==> config.mk <==
export PLATFORM = sky130hd
export DESIGN_NAME = spi_slave_command_port
export DESIGN_NICKNAME = d
export VERILOG_FILES = /design/src/rtl/spi_cmd_pkg.sv /design/src/rtl/spi_slave_command_port.sv /design/src/rtl/spi_sync2.sv
export VERILOG_INCLUDE_DIRS = /design/src /design/src/rtl
export SDC_FILE = /design/constraint.sdc
export NUM_CORES = 1
export LEC_CHECK = 0
export ABC_AREA = 1
export BUFFER_PORTS_ARGS = -buffer_cell sky130_fd_sc_hd__clkbuf_2
export CORE_MARGIN = 4
export CORE_UTILIZATION = 55
export DETAILED_ROUTE_END_ITERATION = 8
export PLACE_DENSITY = 0.72
export SYNTH_ARGS = -nofsm -noshare
export SYNTH_HDL_FRONTEND = slang
export SYNTH_SLANG_ARGS = --single-unit
export TNS_END_PERCENT = 20
==> constraint.sdc <==
create_clock -name ref_clk_i -period 9.7 [get_ports ref_clk_i]
set_input_delay 0.97 -clock ref_clk_i [delete_from_list [all_inputs] [get_ports ref_clk_i]]
set_output_delay 0.97 -clock ref_clk_i [all_outputs]
set_load 0.02 [all_outputs]
==> src/rtl/spi_cmd_defines.svh <==
`ifndef SPI_CMD_DEFINES_SVH
`define SPI_CMD_DEFINES_SVH

// frame layout
`define INSTR_BITS        8
`define ANSWER_BITS       16
`define FRAME_CLOCKS      24
// refusal answer fields
`define REFUSE_MARK_BIT   15
`define REFUSE_OPC_BIT    14
`define REFUSE_EOC_BIT    13
`define REFUSE_BUSY_BIT   10
// status answer fields
`define STAT_EOC_BIT      13
`define STAT_CHAN_BIT     3
`define STAT_EN_BIT       2
// opcodes, upper nibble and fixed low bits
`define OP_STATUS         8'h88
`define OP_ADC_CTRL_HI    4'h9
`define OP_ADC_READ       8'h80
`define OP_LOW_ZERO       2'h0
`define CTRL_CHAN_BIT     3
`define CTRL_EN_BIT       2
// adc
`define ADC_BITS          11
`define CONV_TIME_US      115
`define WAKE_TIME_MS      250
`define CLK_MHZ           25
`define CONV_CYCLES       (`CONV_TIME_US * `CLK_MHZ)
`define WAKE_CYCLES       (`WAKE_TIME_MS * 1000 * `CLK_MHZ)

`endif

==> src/rtl/spi_cmd_pkg.sv <==
`include "spi_cmd_defines.svh"

package spi_cmd_pkg;
  typedef enum logic [1:0] {
    ST_IDLE,
    ST_INSTR,
    ST_ANSWER,
    ST_DONE
  } link_state_e;

  typedef logic [`ANSWER_BITS-1:0] answer_t;
  typedef logic [`ADC_BITS-1:0]    adc_code_t;
endpackage : spi_cmd_pkg

==> src/rtl/spi_slave_command_port.sv <==
`include "spi_cmd_defines.svh"

module spi_slave_command_port
  import spi_cmd_pkg::*;
#(
  parameter int unsigned WAKE_CYCLES = `WAKE_CYCLES,
  parameter int unsigned CONV_CYCLES = `CONV_CYCLES
) (
  // clock and reset
  input  wire logic      ref_clk_i,
  input  wire logic      reset_i,
  // serial link pins
  input  wire logic      sclk_i,
  input  wire logic      mosi_i,
  input  wire logic      ss_n_i,
  output logic           miso_o,
  output logic           miso_oe_n_o,
  // converter sample input
  input  wire adc_code_t adc_sample_i,
  // status outputs
  output logic           busy_o,
  output logic           adc_enable_o,
  output logic           adc_chan_o,
  output logic           conv_done_o
);
  logic sclk_s;
  logic mosi_s;
  logic ss_n_s;

  // sclk and mosi synced low-at-reset, select synced high-at-reset
  spi_sync2 u_sync_sclk (
    .ref_clk_i (ref_clk_i),
    .reset_i   (reset_i),
    .async_i   (sclk_i),
    .rst_val_i (1'b0),
    .sync_o    (sclk_s)
  );
  spi_sync2 u_sync_mosi (
    .ref_clk_i (ref_clk_i),
    .reset_i   (reset_i),
    .async_i   (mosi_i),
    .rst_val_i (1'b0),
    .sync_o    (mosi_s)
  );
  spi_sync2 u_sync_ss (
    .ref_clk_i (ref_clk_i),
    .reset_i   (reset_i),
    .async_i   (~ss_n_i),
    .rst_val_i (1'b1),
    .sync_o    (ss_n_s)
  );

  // link state
  link_state_e             state_q, state_d;
  logic                    sclk_prev_q, sclk_prev_d;
  logic [`INSTR_BITS-1:0]  instr_q, instr_d;
  logic [4:0]              count_q, count_d;
  answer_t                 answer_q, answer_d;
  logic                    miso_q, miso_d;
  logic                    oe_n_q, oe_n_d;
  // adc and init state
  logic [31:0]             wake_q, wake_d;
  logic                    busy_q, busy_d;
  logic [31:0]             conv_q, conv_d;
  logic                    eoc_q, eoc_d;
  logic                    en_q, en_d;
  logic                    chan_q, chan_d;
  adc_code_t               result_q, result_d;

  logic                    rise;
  logic                    fall;
  logic [`INSTR_BITS-1:0]  instr_full;
  logic                    is_status;
  logic                    is_ctrl;
  logic                    is_read;
  logic                    unknown_opcode_flag;
  answer_t                 refusal;
  answer_t                 reply;
  logic                    refuse;
  logic                    start_conv;

  // pin edges arrive three ref clocks late
  // so sclk phases must span four ref clocks
  assign rise = sclk_s & ~sclk_prev_q;
  assign fall = ~sclk_s & sclk_prev_q;
  assign instr_full = {instr_q[`INSTR_BITS-2:0], mosi_s};

  assign is_status = (instr_full == `OP_STATUS);
  assign is_ctrl   = (instr_full[7:4] == `OP_ADC_CTRL_HI) && (instr_full[1:0] == `OP_LOW_ZERO);
  assign is_read   = (instr_full == `OP_ADC_READ);
  assign unknown_opcode_flag = ~(is_status | is_ctrl | is_read);

  always_comb begin
    refusal = '0;
    refusal[`REFUSE_MARK_BIT] = 1'b1;
    refusal[`REFUSE_OPC_BIT]  = unknown_opcode_flag;
    refusal[`REFUSE_EOC_BIT]  = eoc_q;
    refusal[`REFUSE_BUSY_BIT] = busy_q;
    // busy forces refusal
    // conversion start while running is refused too
    refuse = busy_q | unknown_opcode_flag |
             (is_ctrl & instr_full[`CTRL_EN_BIT] & ~eoc_q);
    reply = '0;
    if (refuse) begin
      reply = refusal;
    end else if (is_status) begin
      reply[`STAT_EOC_BIT]  = eoc_q;
      reply[`STAT_CHAN_BIT] = chan_q;
      reply[`STAT_EN_BIT]   = en_q;
    end else if (is_ctrl) begin
      reply[`STAT_EOC_BIT]  = eoc_q;
      reply[`STAT_CHAN_BIT] = instr_full[`CTRL_CHAN_BIT];
      reply[`STAT_EN_BIT]   = instr_full[`CTRL_EN_BIT];
    end else begin
      reply[`STAT_EOC_BIT] = eoc_q;
      reply[`ADC_BITS:1]   = result_q;
    end
  end

  always_comb begin
    state_d     = state_q;
    sclk_prev_d = sclk_s;
    instr_d     = instr_q;
    count_d     = count_q;
    answer_d    = answer_q;
    miso_d      = miso_q;
    oe_n_d      = oe_n_q;
    start_conv  = 1'b0;
    en_d        = en_q;
    chan_d      = chan_q;
    // back to idle on select high
    if (ss_n_s) begin
      state_d = ST_IDLE;
      oe_n_d  = 1'b1;
      miso_d  = 1'b0;
      count_d = '0;
      // stale answer bits are reloaded at the eighth bit
    end else begin
      // only miso driven, never the clock
      oe_n_d = 1'b0;
      case (state_q)
        ST_IDLE: begin
          // drop bits left by a cut frame
          instr_d = '0;
          state_d = ST_INSTR;
          if (rise) begin
            instr_d = {instr_q[`INSTR_BITS-2:0], mosi_s};
            count_d = 5'd1;
          end
        end
        ST_INSTR: begin
          if (rise) begin
            instr_d = instr_full;
            count_d = count_q + 5'd1;
            if (count_q == 5'(`INSTR_BITS - 1)) begin
              answer_d = reply;
              state_d  = ST_ANSWER;
              if (!refuse && is_ctrl) begin
                en_d       = instr_full[`CTRL_EN_BIT];
                chan_d     = instr_full[`CTRL_CHAN_BIT];
                start_conv = instr_full[`CTRL_EN_BIT];
              end
            end
          end
        end
        ST_ANSWER: begin
          if (fall) begin
            miso_d   = answer_q[`ANSWER_BITS-1];
            answer_d = {answer_q[`ANSWER_BITS-2:0], 1'b0};
          end
          if (rise) begin
            count_d = count_q + 5'd1;
            if (count_q == 5'(`FRAME_CLOCKS - 1)) begin
              state_d = ST_DONE;
            end
          end
        end
        ST_DONE: begin
          if (fall) begin
            miso_d = 1'b0;
          end
        end
        default: state_d = ST_IDLE;
      endcase
    end
  end

  always_comb begin
    wake_d   = wake_q;
    busy_d   = busy_q;
    conv_d   = conv_q;
    eoc_d    = eoc_q;
    result_d = result_q;
    if (busy_q) begin
      if (wake_q == WAKE_CYCLES - 1) begin
        busy_d = 1'b0;
      end else begin
        wake_d = wake_q + 32'd1;
      end
    end
    if (start_conv) begin
      eoc_d  = 1'b0;
      conv_d = '0;
    end else if (!eoc_q) begin
      if (conv_q == CONV_CYCLES - 1) begin
        eoc_d    = 1'b1;
        // sample latched as the conversion ends
        result_d = adc_sample_i;
      end else begin
        conv_d = conv_q + 32'd1;
      end
    end
  end

  // one register bank for link and converter state
  always_ff @(posedge ref_clk_i or posedge reset_i) begin
    if (reset_i) begin
      state_q     <= ST_IDLE;
      sclk_prev_q <= 1'b0;
      instr_q     <= '0;
      count_q     <= '0;
      answer_q    <= '0;
      miso_q      <= 1'b0;
      oe_n_q      <= 1'b1;
      wake_q      <= '0;
      busy_q      <= 1'b1;
      conv_q      <= '0;
      eoc_q       <= 1'b1;
      en_q        <= 1'b0;
      chan_q      <= 1'b0;
      result_q    <= '0;
    end else begin
      state_q     <= state_d;
      sclk_prev_q <= sclk_prev_d;
      instr_q     <= instr_d;
      count_q     <= count_d;
      answer_q    <= answer_d;
      miso_q      <= miso_d;
      oe_n_q      <= oe_n_d;
      wake_q      <= wake_d;
      busy_q      <= busy_d;
      conv_q      <= conv_d;
      eoc_q       <= eoc_d;
      en_q        <= en_d;
      chan_q      <= chan_d;
      result_q    <= result_d;
    end
  end

  assign miso_o       = miso_q;
  assign miso_oe_n_o  = oe_n_q;
  assign busy_o       = busy_q;
  assign adc_enable_o = en_q;
  assign adc_chan_o   = chan_q;
  assign conv_done_o  = eoc_q;
endmodule : spi_slave_command_port

==> src/rtl/spi_sync2.sv <==
module spi_sync2 (
  input  wire logic ref_clk_i,
  input  wire logic reset_i,
  input  wire logic async_i,
  input  wire logic rst_val_i,
  output logic      sync_o
);
  logic meta_q;
  logic meta_d;
  logic sync_q;
  logic sync_d;

  always_comb begin
    meta_d = async_i;
    sync_d = meta_q;
  end

  // both stages reset to zero; rst_val_i inverts the output so it reads rst_val_i during reset
  always_ff @(posedge ref_clk_i or posedge reset_i) begin
    if (reset_i) begin
      meta_q <= 1'b0;
      sync_q <= 1'b0;
    end else begin
      meta_q <= meta_d;
      sync_q <= sync_d;
    end
  end

  assign sync_o = sync_q ^ rst_val_i;
endmodule : spi_sync2

==> impl_metrics.yaml, run 1 <==
run_status:
  status: "finished clean"
worst_hold_path:
  hold_end: "u_sync_sclk.sync_q$_DFF_PP0_"
  hold_class: "flip-flop to flip-flop"
  hold_depth: 0
  hp-start: "u_sync_sclk.meta_q$_DFF_PP0_"
layout:
  drive_above_1_share_pct: 11.4
  nets: 1000
  final_util_pct: 63.0
  diodes: 0
  area_growth_pct: 10.8
pwr:
  pwr-share-seq_pct: 41.1
  vdd_drop_max_mv: 0.119
  p_int_uw: 1000
  clkPwrFrac_pct: 46.7
  power.switching_uw: 373
  leakage_uw: 0.00366
  p_total_uw: 1380
  combPwrFrac_pct: 12.1
  p_per_area_mw_per_mm2: 179
  sw_frac_of_total_pct: 27.1
logic_synthesis:
  synth_cell_types: 42
  synth_flop_cell: "dfrtp_1"
  avgSynthCellArea_um2: 7.25
  yosys-top-cells-area: "dfrtp_1 (41%), nand2_1 (17%), nor2_1 (7.0%)"
  yosysTopAreaCell: "dfrtp_1"
  ys_warn_count: 0
  yosysTopAreaCellShare_pct: 41.1
  ys_ff_latch: 117
  synth_nets: 983
  yosysSeqAreaShare_pct: 42.2
  syn_inst: 958
  netlist_area_mm2: 0.00695
  async_flop_share_pct: 100
  synth_edf_count: 0
sta:
  rsz0062_at_grt: "false"
  maxSlewHeadroom_pct: 35.8
  finalSetupViolCount: 0
  fin_crit_ps: 2550
  hold_violations: 0
  fin_hold_ws_ps: 349
  setup_slack_ps: 7150
  tightest_slew_ps: 963
  drv_slew: 0
  fmax_mhz: 392
  finClkSkew_ps: 9.83
  fin_crit_sh_pct: 26.3
  finalSetupTns_ps: 0
worst_setup_path:
  critPathMaxStageDelay_ps: 520
  crit_top_cell: "nand2_1"
  crit_chain: "ha_1 > inv_1 > nor2_4 > nand3_2 > nor4_2 > nand2_1 > nand2_2 > inv_2 > nand2_1 > nand2_1"
  r2r_slack_ps: 7150
  end_kind: "flip-flop"
  cp_max_fo: 38
  reg2regPathDepth: 10
  arrival_ps: 2860
  r2r-start: "wake_q[0]$_DFFE_PP0P_"
  r2r-end: "wake_q[24]$_DFFE_PP0P_"
  critPathSlowestCell: "nand2_2"
  path_class: "flip-flop to flip-flop"
  crit_family: "simple AND/OR/NAND/NOR gates"
  path_buf_inv: 2
  critPathLaunchType: "flip-flop"
  cp.required_ps: 10010
routing:
  initialDrtViolationCount: 465
  num_vias: 6034
  vias_per_cell: 5.22
  wl_mm: 15.5
  dr.pass1.iters: 5
  drc: 0
  ant_nets: 0
  drt-wirelength-per-cell_um: 13.4
place:
  hpwlAfterDp_mm: 10.8
  place_ws_ps: 7180
  io_buffers: 21
  gp_congestion: 0.917
global_route:
  grt_max_degree: 81
  grt_pass1_vias: 5789
  grtUsageTotal_pct: 22.8
  gr-total-overflow: 0
  grt_pass1_wl_mm: 26.8
  antenna_found_initial: 0
clock_network:
  cts_buffers: 17
  cts_tree: "built"
  postCtsSetupRepairBufs: 0
  htreeDepth: 4
  cts.sinks: 117
  clk_path_buf_depth: 2
  post_cts_resized: 0
  hold_buffers: 0
  clkLatencyLatePin_ps: 430
  clk_pin_slew_ps: 50
  cts-root-buf: "clkbuf_16"
die:
  core_region_area_mm2: 0.0122
  initial_core_util_pct: 56.9
  io-pin-count: 22
  die_w_um: 120
  rows: 40
  die_h_um: 120
  dieArea_mm2: 0.0145
job:
  maxCapViolCount: 0
[per-stage QoR]
| step | instances | instance area [µm²] |
|---|---|---|
| finish | 1155 | 7690 |
| global route | 1155 | 7690 |
| CTS | 1155 | 7690 |
| detailed placement | 1124 | 7090 |
| global placement | 1124 | 7090 |
| floorplan | 958 | 6950 |
[kinds of logic (layout without fill, tap and decap cells)]
kind of cell	count (synthesis)	in the layout	share of synthesized area [%]
adder cells (fa/ha/maj)	9	9	1.62
AND/OR/NAND/NOR	596	596	38.1
AO/OA/AOI/OAI	82	82	6.30
buffers and inverters	126	155	8.23
flip-flops	117	117	42.2
multiplexers	1	1	0.144
XOR/XNOR	27	27	3.40
[worst max path at each step]
| stage | from | to | slack (ps) | depth (start not counted) |
|---|---|---|---|---|
| after floorplan | reset_i | adc_chan_o$_DFFE_PP0P_ | 5630 | 1 |
| after global placement | reset_i | conv_q[19]$_DFFE_PP0P_ | 7230 | 3 |
| after detailed placement | wake_q[0]$_DFFE_PP0P_ | wake_q[25]$_DFFE_PP0P_ | 7180 | 10 |
| after CTS | state_q[0]$_DFFE_PP0P_ | answer_q[15]$_DFFE_PP0P_ | 7150 | 9 |
| after global routing | state_q[0]$_DFFE_PP0P_ | answer_q[15]$_DFFE_PP0P_ | 6870 | 9 |
| final | wake_q[0]$_DFFE_PP0P_ | wake_q[24]$_DFFE_PP0P_ | 7150 | 10 |
[synth_stat cells, types with 2 or more instances]
library cell / number
nor2_4: 5
nand2_2: 4
a31oi_1: 4
o21ai_0: 39
nor3b_1: 2
and3_1: 2
buf_2: 11
inv_1: 90
dfrtp_1: 114
nand2_4: 2
buf_8: 3
ha_1: 9
nand2_1: 308
nand4_1: 26
xnor2_1: 8
o22ai_1: 3
dfstp_2: 3
clkbuf_1: 3
nor4_1: 2
nor3_1: 24
o21ai_1: 3
nor2_2: 18
a21oi_1: 26
inv_2: 10
nand3b_1: 4
nor3_2: 9
o21bai_1: 5
nand3_2: 3
nand3_1: 53
nor2_1: 130
xor2_1: 19
buf_6: 6
[sequential cells by signal (all words and copies together), names as in the netlist, 2 cells and up]
name	count
state_q	2
count_q	5
answer_q	15
conv_q	32
result_q	11
wake_q	32
instr_q	7
[power groups by stage]
stage	sequential [µW]	combinational, µW	clock (µW)
after floorplan	562	143	0
after global placement	573	164	0
after detailed placement	573	167	0
after CTS	566	169	653
after global routing	571	197	676
final	566	167	644
[final cells by class]
cell class | count | area (µm²)
Tap cell | 168 | 210
Timing Repair Buffer | 23 | 120
Clock inverter | 12 | 153
Fill cell | 1156 | 4520
Sequential cell | 117 | 2930
Clock buffer | 19 | 453
Multi-Input combinational cell | 715 | 3440
Inverter | 101 | 383
[cell usage in the layout (no fill, tap or decap), drive strengths merged, types with 2 or more instances in the layout]
master,instances
nand2,314
nor2,153
dfrtp,114
inv,102
nand3,57
o21ai,42
clkbuf,40
nor3,33
nand4,27
a21oi,26
xor2,19
ha,9
xnor2,8
clkinv,7
o21bai,5
a31oi,4
nand3b,4
o22ai,3
dfstp,3
bufinv,3
nor4,3
and3,2
nor3b,2
buf,2
[metal layers]
layer,share of wire (%),GRT usage [%],wire length (µm)
met1,49,32.0,7570
met4,1.6,8.57,255
met2,46,35.3,7080
met5,0,0,0
met3,3.6,4.35,560
No activity file was read; power rests on OpenSTA's default activity.
==> run 2: changes to the inputs <==
Clock period 9.7 ns to 2.49 ns, I/O delays scaled along.
==> impl_metrics.yaml, run 2 (synthesis results as in run 1) <==
run_status:
  status: "finished clean"
place:
  gp_congestion: 0.916
  hpwlAfterDp_mm: 10.8
  place_ws_ps: 561
  dpl.cell_count: 1133
  io_buffers: 21
layout:
  reg_top3: "conv_q x32, wake_q x32, answer_q x15"
  final_util_pct: 64.0
  nets: 1013
  final_common_cell: "nand2_1"
  drive_above_1_share_pct: 12.1
  layoutNonFillerInstCount: 1169
  final_cell_mix: "nand2_1 (308), nor2_1 (130), dfrtp_1 (114), inv_1 (89), nand3_1 (53)"
  diodes: 0
  area_growth_pct: 12.6
die:
  rows: 40
  die_h_um: 120
  die_w_um: 120
  io-pin-count: 22
  core_region_area_mm2: 0.0122
  dieArea_mm2: 0.0145
  initial_core_util_pct: 56.9
clock_network:
  hold_buffers: 4
  cts_tree: "built"
  postCtsSetupRepairBufs: 0
  cts-root-buf: "clkbuf_16"
  clk_pin_slew_ps: 60
  htreeDepth: 4
  cts_buffers: 17
  clkLatencyLatePin_ps: 420
  clk_path_buf_depth: 2
  post_cts_resized: 0
  cts.sinks: 117
sta:
  finalSetupTns_ps: 0
  rsz0062_at_grt: "false"
  finalSetupViolCount: 0
  hold_violations: 0
  drv_slew: 0
  finClkSkew_ps: 7.40
  setup_slack_ps: 547
  fmax_mhz: 515
  tightest_slew_ps: 711
  fin_crit_sh_pct: 78.0
  fin_crit_ps: 1940
  maxSlewHeadroom_pct: 52.3
worst_setup_path:
  r2r-start: "wake_q[0]$_DFFE_PP0P_"
  startpoint: "wake_q[0]$_DFFE_PP0P_"
  critPathLaunchType: "flip-flop"
  reg2regPathDepth: 10
  end_kind: "flip-flop"
  path_class: "flip-flop to flip-flop"
  cp_max_fo: 28
  r2r_slack_ps: 550
  r2r-end: "wake_q[23]$_DFFE_PP0P_"
  cp.required_ps: 2790
  arrival_ps: 2250
worst_hold_path:
  hp-start: "adc_sample_i[6]"
  hold_class: "input port to flip-flop"
  hold_end: "result_q[6]$_DFFE_PP0P_"
  hold_depth: 3
routing:
  drc: 0
  ant_nets: 0
  vias_per_cell: 5.17
  wl_mm: 15.1
  initialDrtViolationCount: 372
  dr.pass1.iters: 5
  drt-wirelength-per-cell_um: 13.0
  num_vias: 6038
global_route:
  antenna_found_initial: 0
  grt_pass1_wl_mm: 26.4
  gr-total-overflow: 0
  grtUsageTotal_pct: 22.6
  grt_max_degree: 57
  grt_pass1_vias: 5588
pwr:
  p_per_area_mw_per_mm2: 689
  vdd_drop_max_mv: 0.419
  leakage_uw: 0.00371
job:
  maxCapViolCount: 0
-- run 2: cell types whose count changed in the layout (fill, tap and decap cells not counted), sizes merged --
cell,previous run,this run
clkinv,7,4
inv,102,101
clkbuf,40,42
clkinvlp,1,4
dlygate4sd3,0,4
buf,2,11
-- run 2: how the worst max path moves through the flow --
stage                                   end
detailed placement   wake_q[23]$_DFFE_PP0P_
finish               wake_q[23]$_DFFE_PP0P_
global placement    result_q[2]$_DFFE_PP0P_
floorplan           answer_q[2]$_DFFE_PP0P_
global route        result_q[2]$_DFFE_PP0P_
CTS                  wake_q[23]$_DFFE_PP0P_
-- run 2: final cells by class --
type | instances | area (µm²)
fillers | 1101 | 4390
multi-input cells | 715 | 3440
flip-flops and latches | 117 | 2930
clock buffers | 21 | 460
inverters | 101 | 384
repair buffers | 36 | 240
well taps | 168 | 210
clock inverters | 11 | 149
-- run 2: stage by stage --
stage | total power [µW] | cell area [µm²] | hold slack, ps
global route | 5680 | 7820 | 28.1
CTS | 5430 | 7820 | 14.3
floorplan | 2750 | 6950 | 280
global placement | 2890 | 7170 | 329
detailed placement | 2900 | 7170 | 330
finish | 5390 | 7820 | 25.6
-- run 2: power by group --
| group | total (µW) | internal, µW | switching (µW) |
|---|---|---|---|
| logic | 674 | 235 | 439 |
| clock network | 2510 | 1630 | 883 |
| registers | 2200 | 2080 | 125 |
| total | 5390 | 3940 | 1450 |
-- run 2: worst max-delay path, stage by stage (launching register included) --
cell and delay [ps]:
dfrtp_1 390, ha_1 240, inv_1 120, nor2_4 200, nand3_2 100, nor4_2 170
nand2_1 100, nand2_2 100, inv_2 190, nand2_1 150, nand2_1 70
-- run 2: metal layers --
layer  vias to the layer above  global-route usage (%)  share of wire (%)
li1                       3125                       -                  -
met1                      2781                    30.9                 48
met2                       112                    35.6                 47
met3                        20                    5.43                3.7
met4                         0                    7.29                1.2
met5                         -                       0                  0
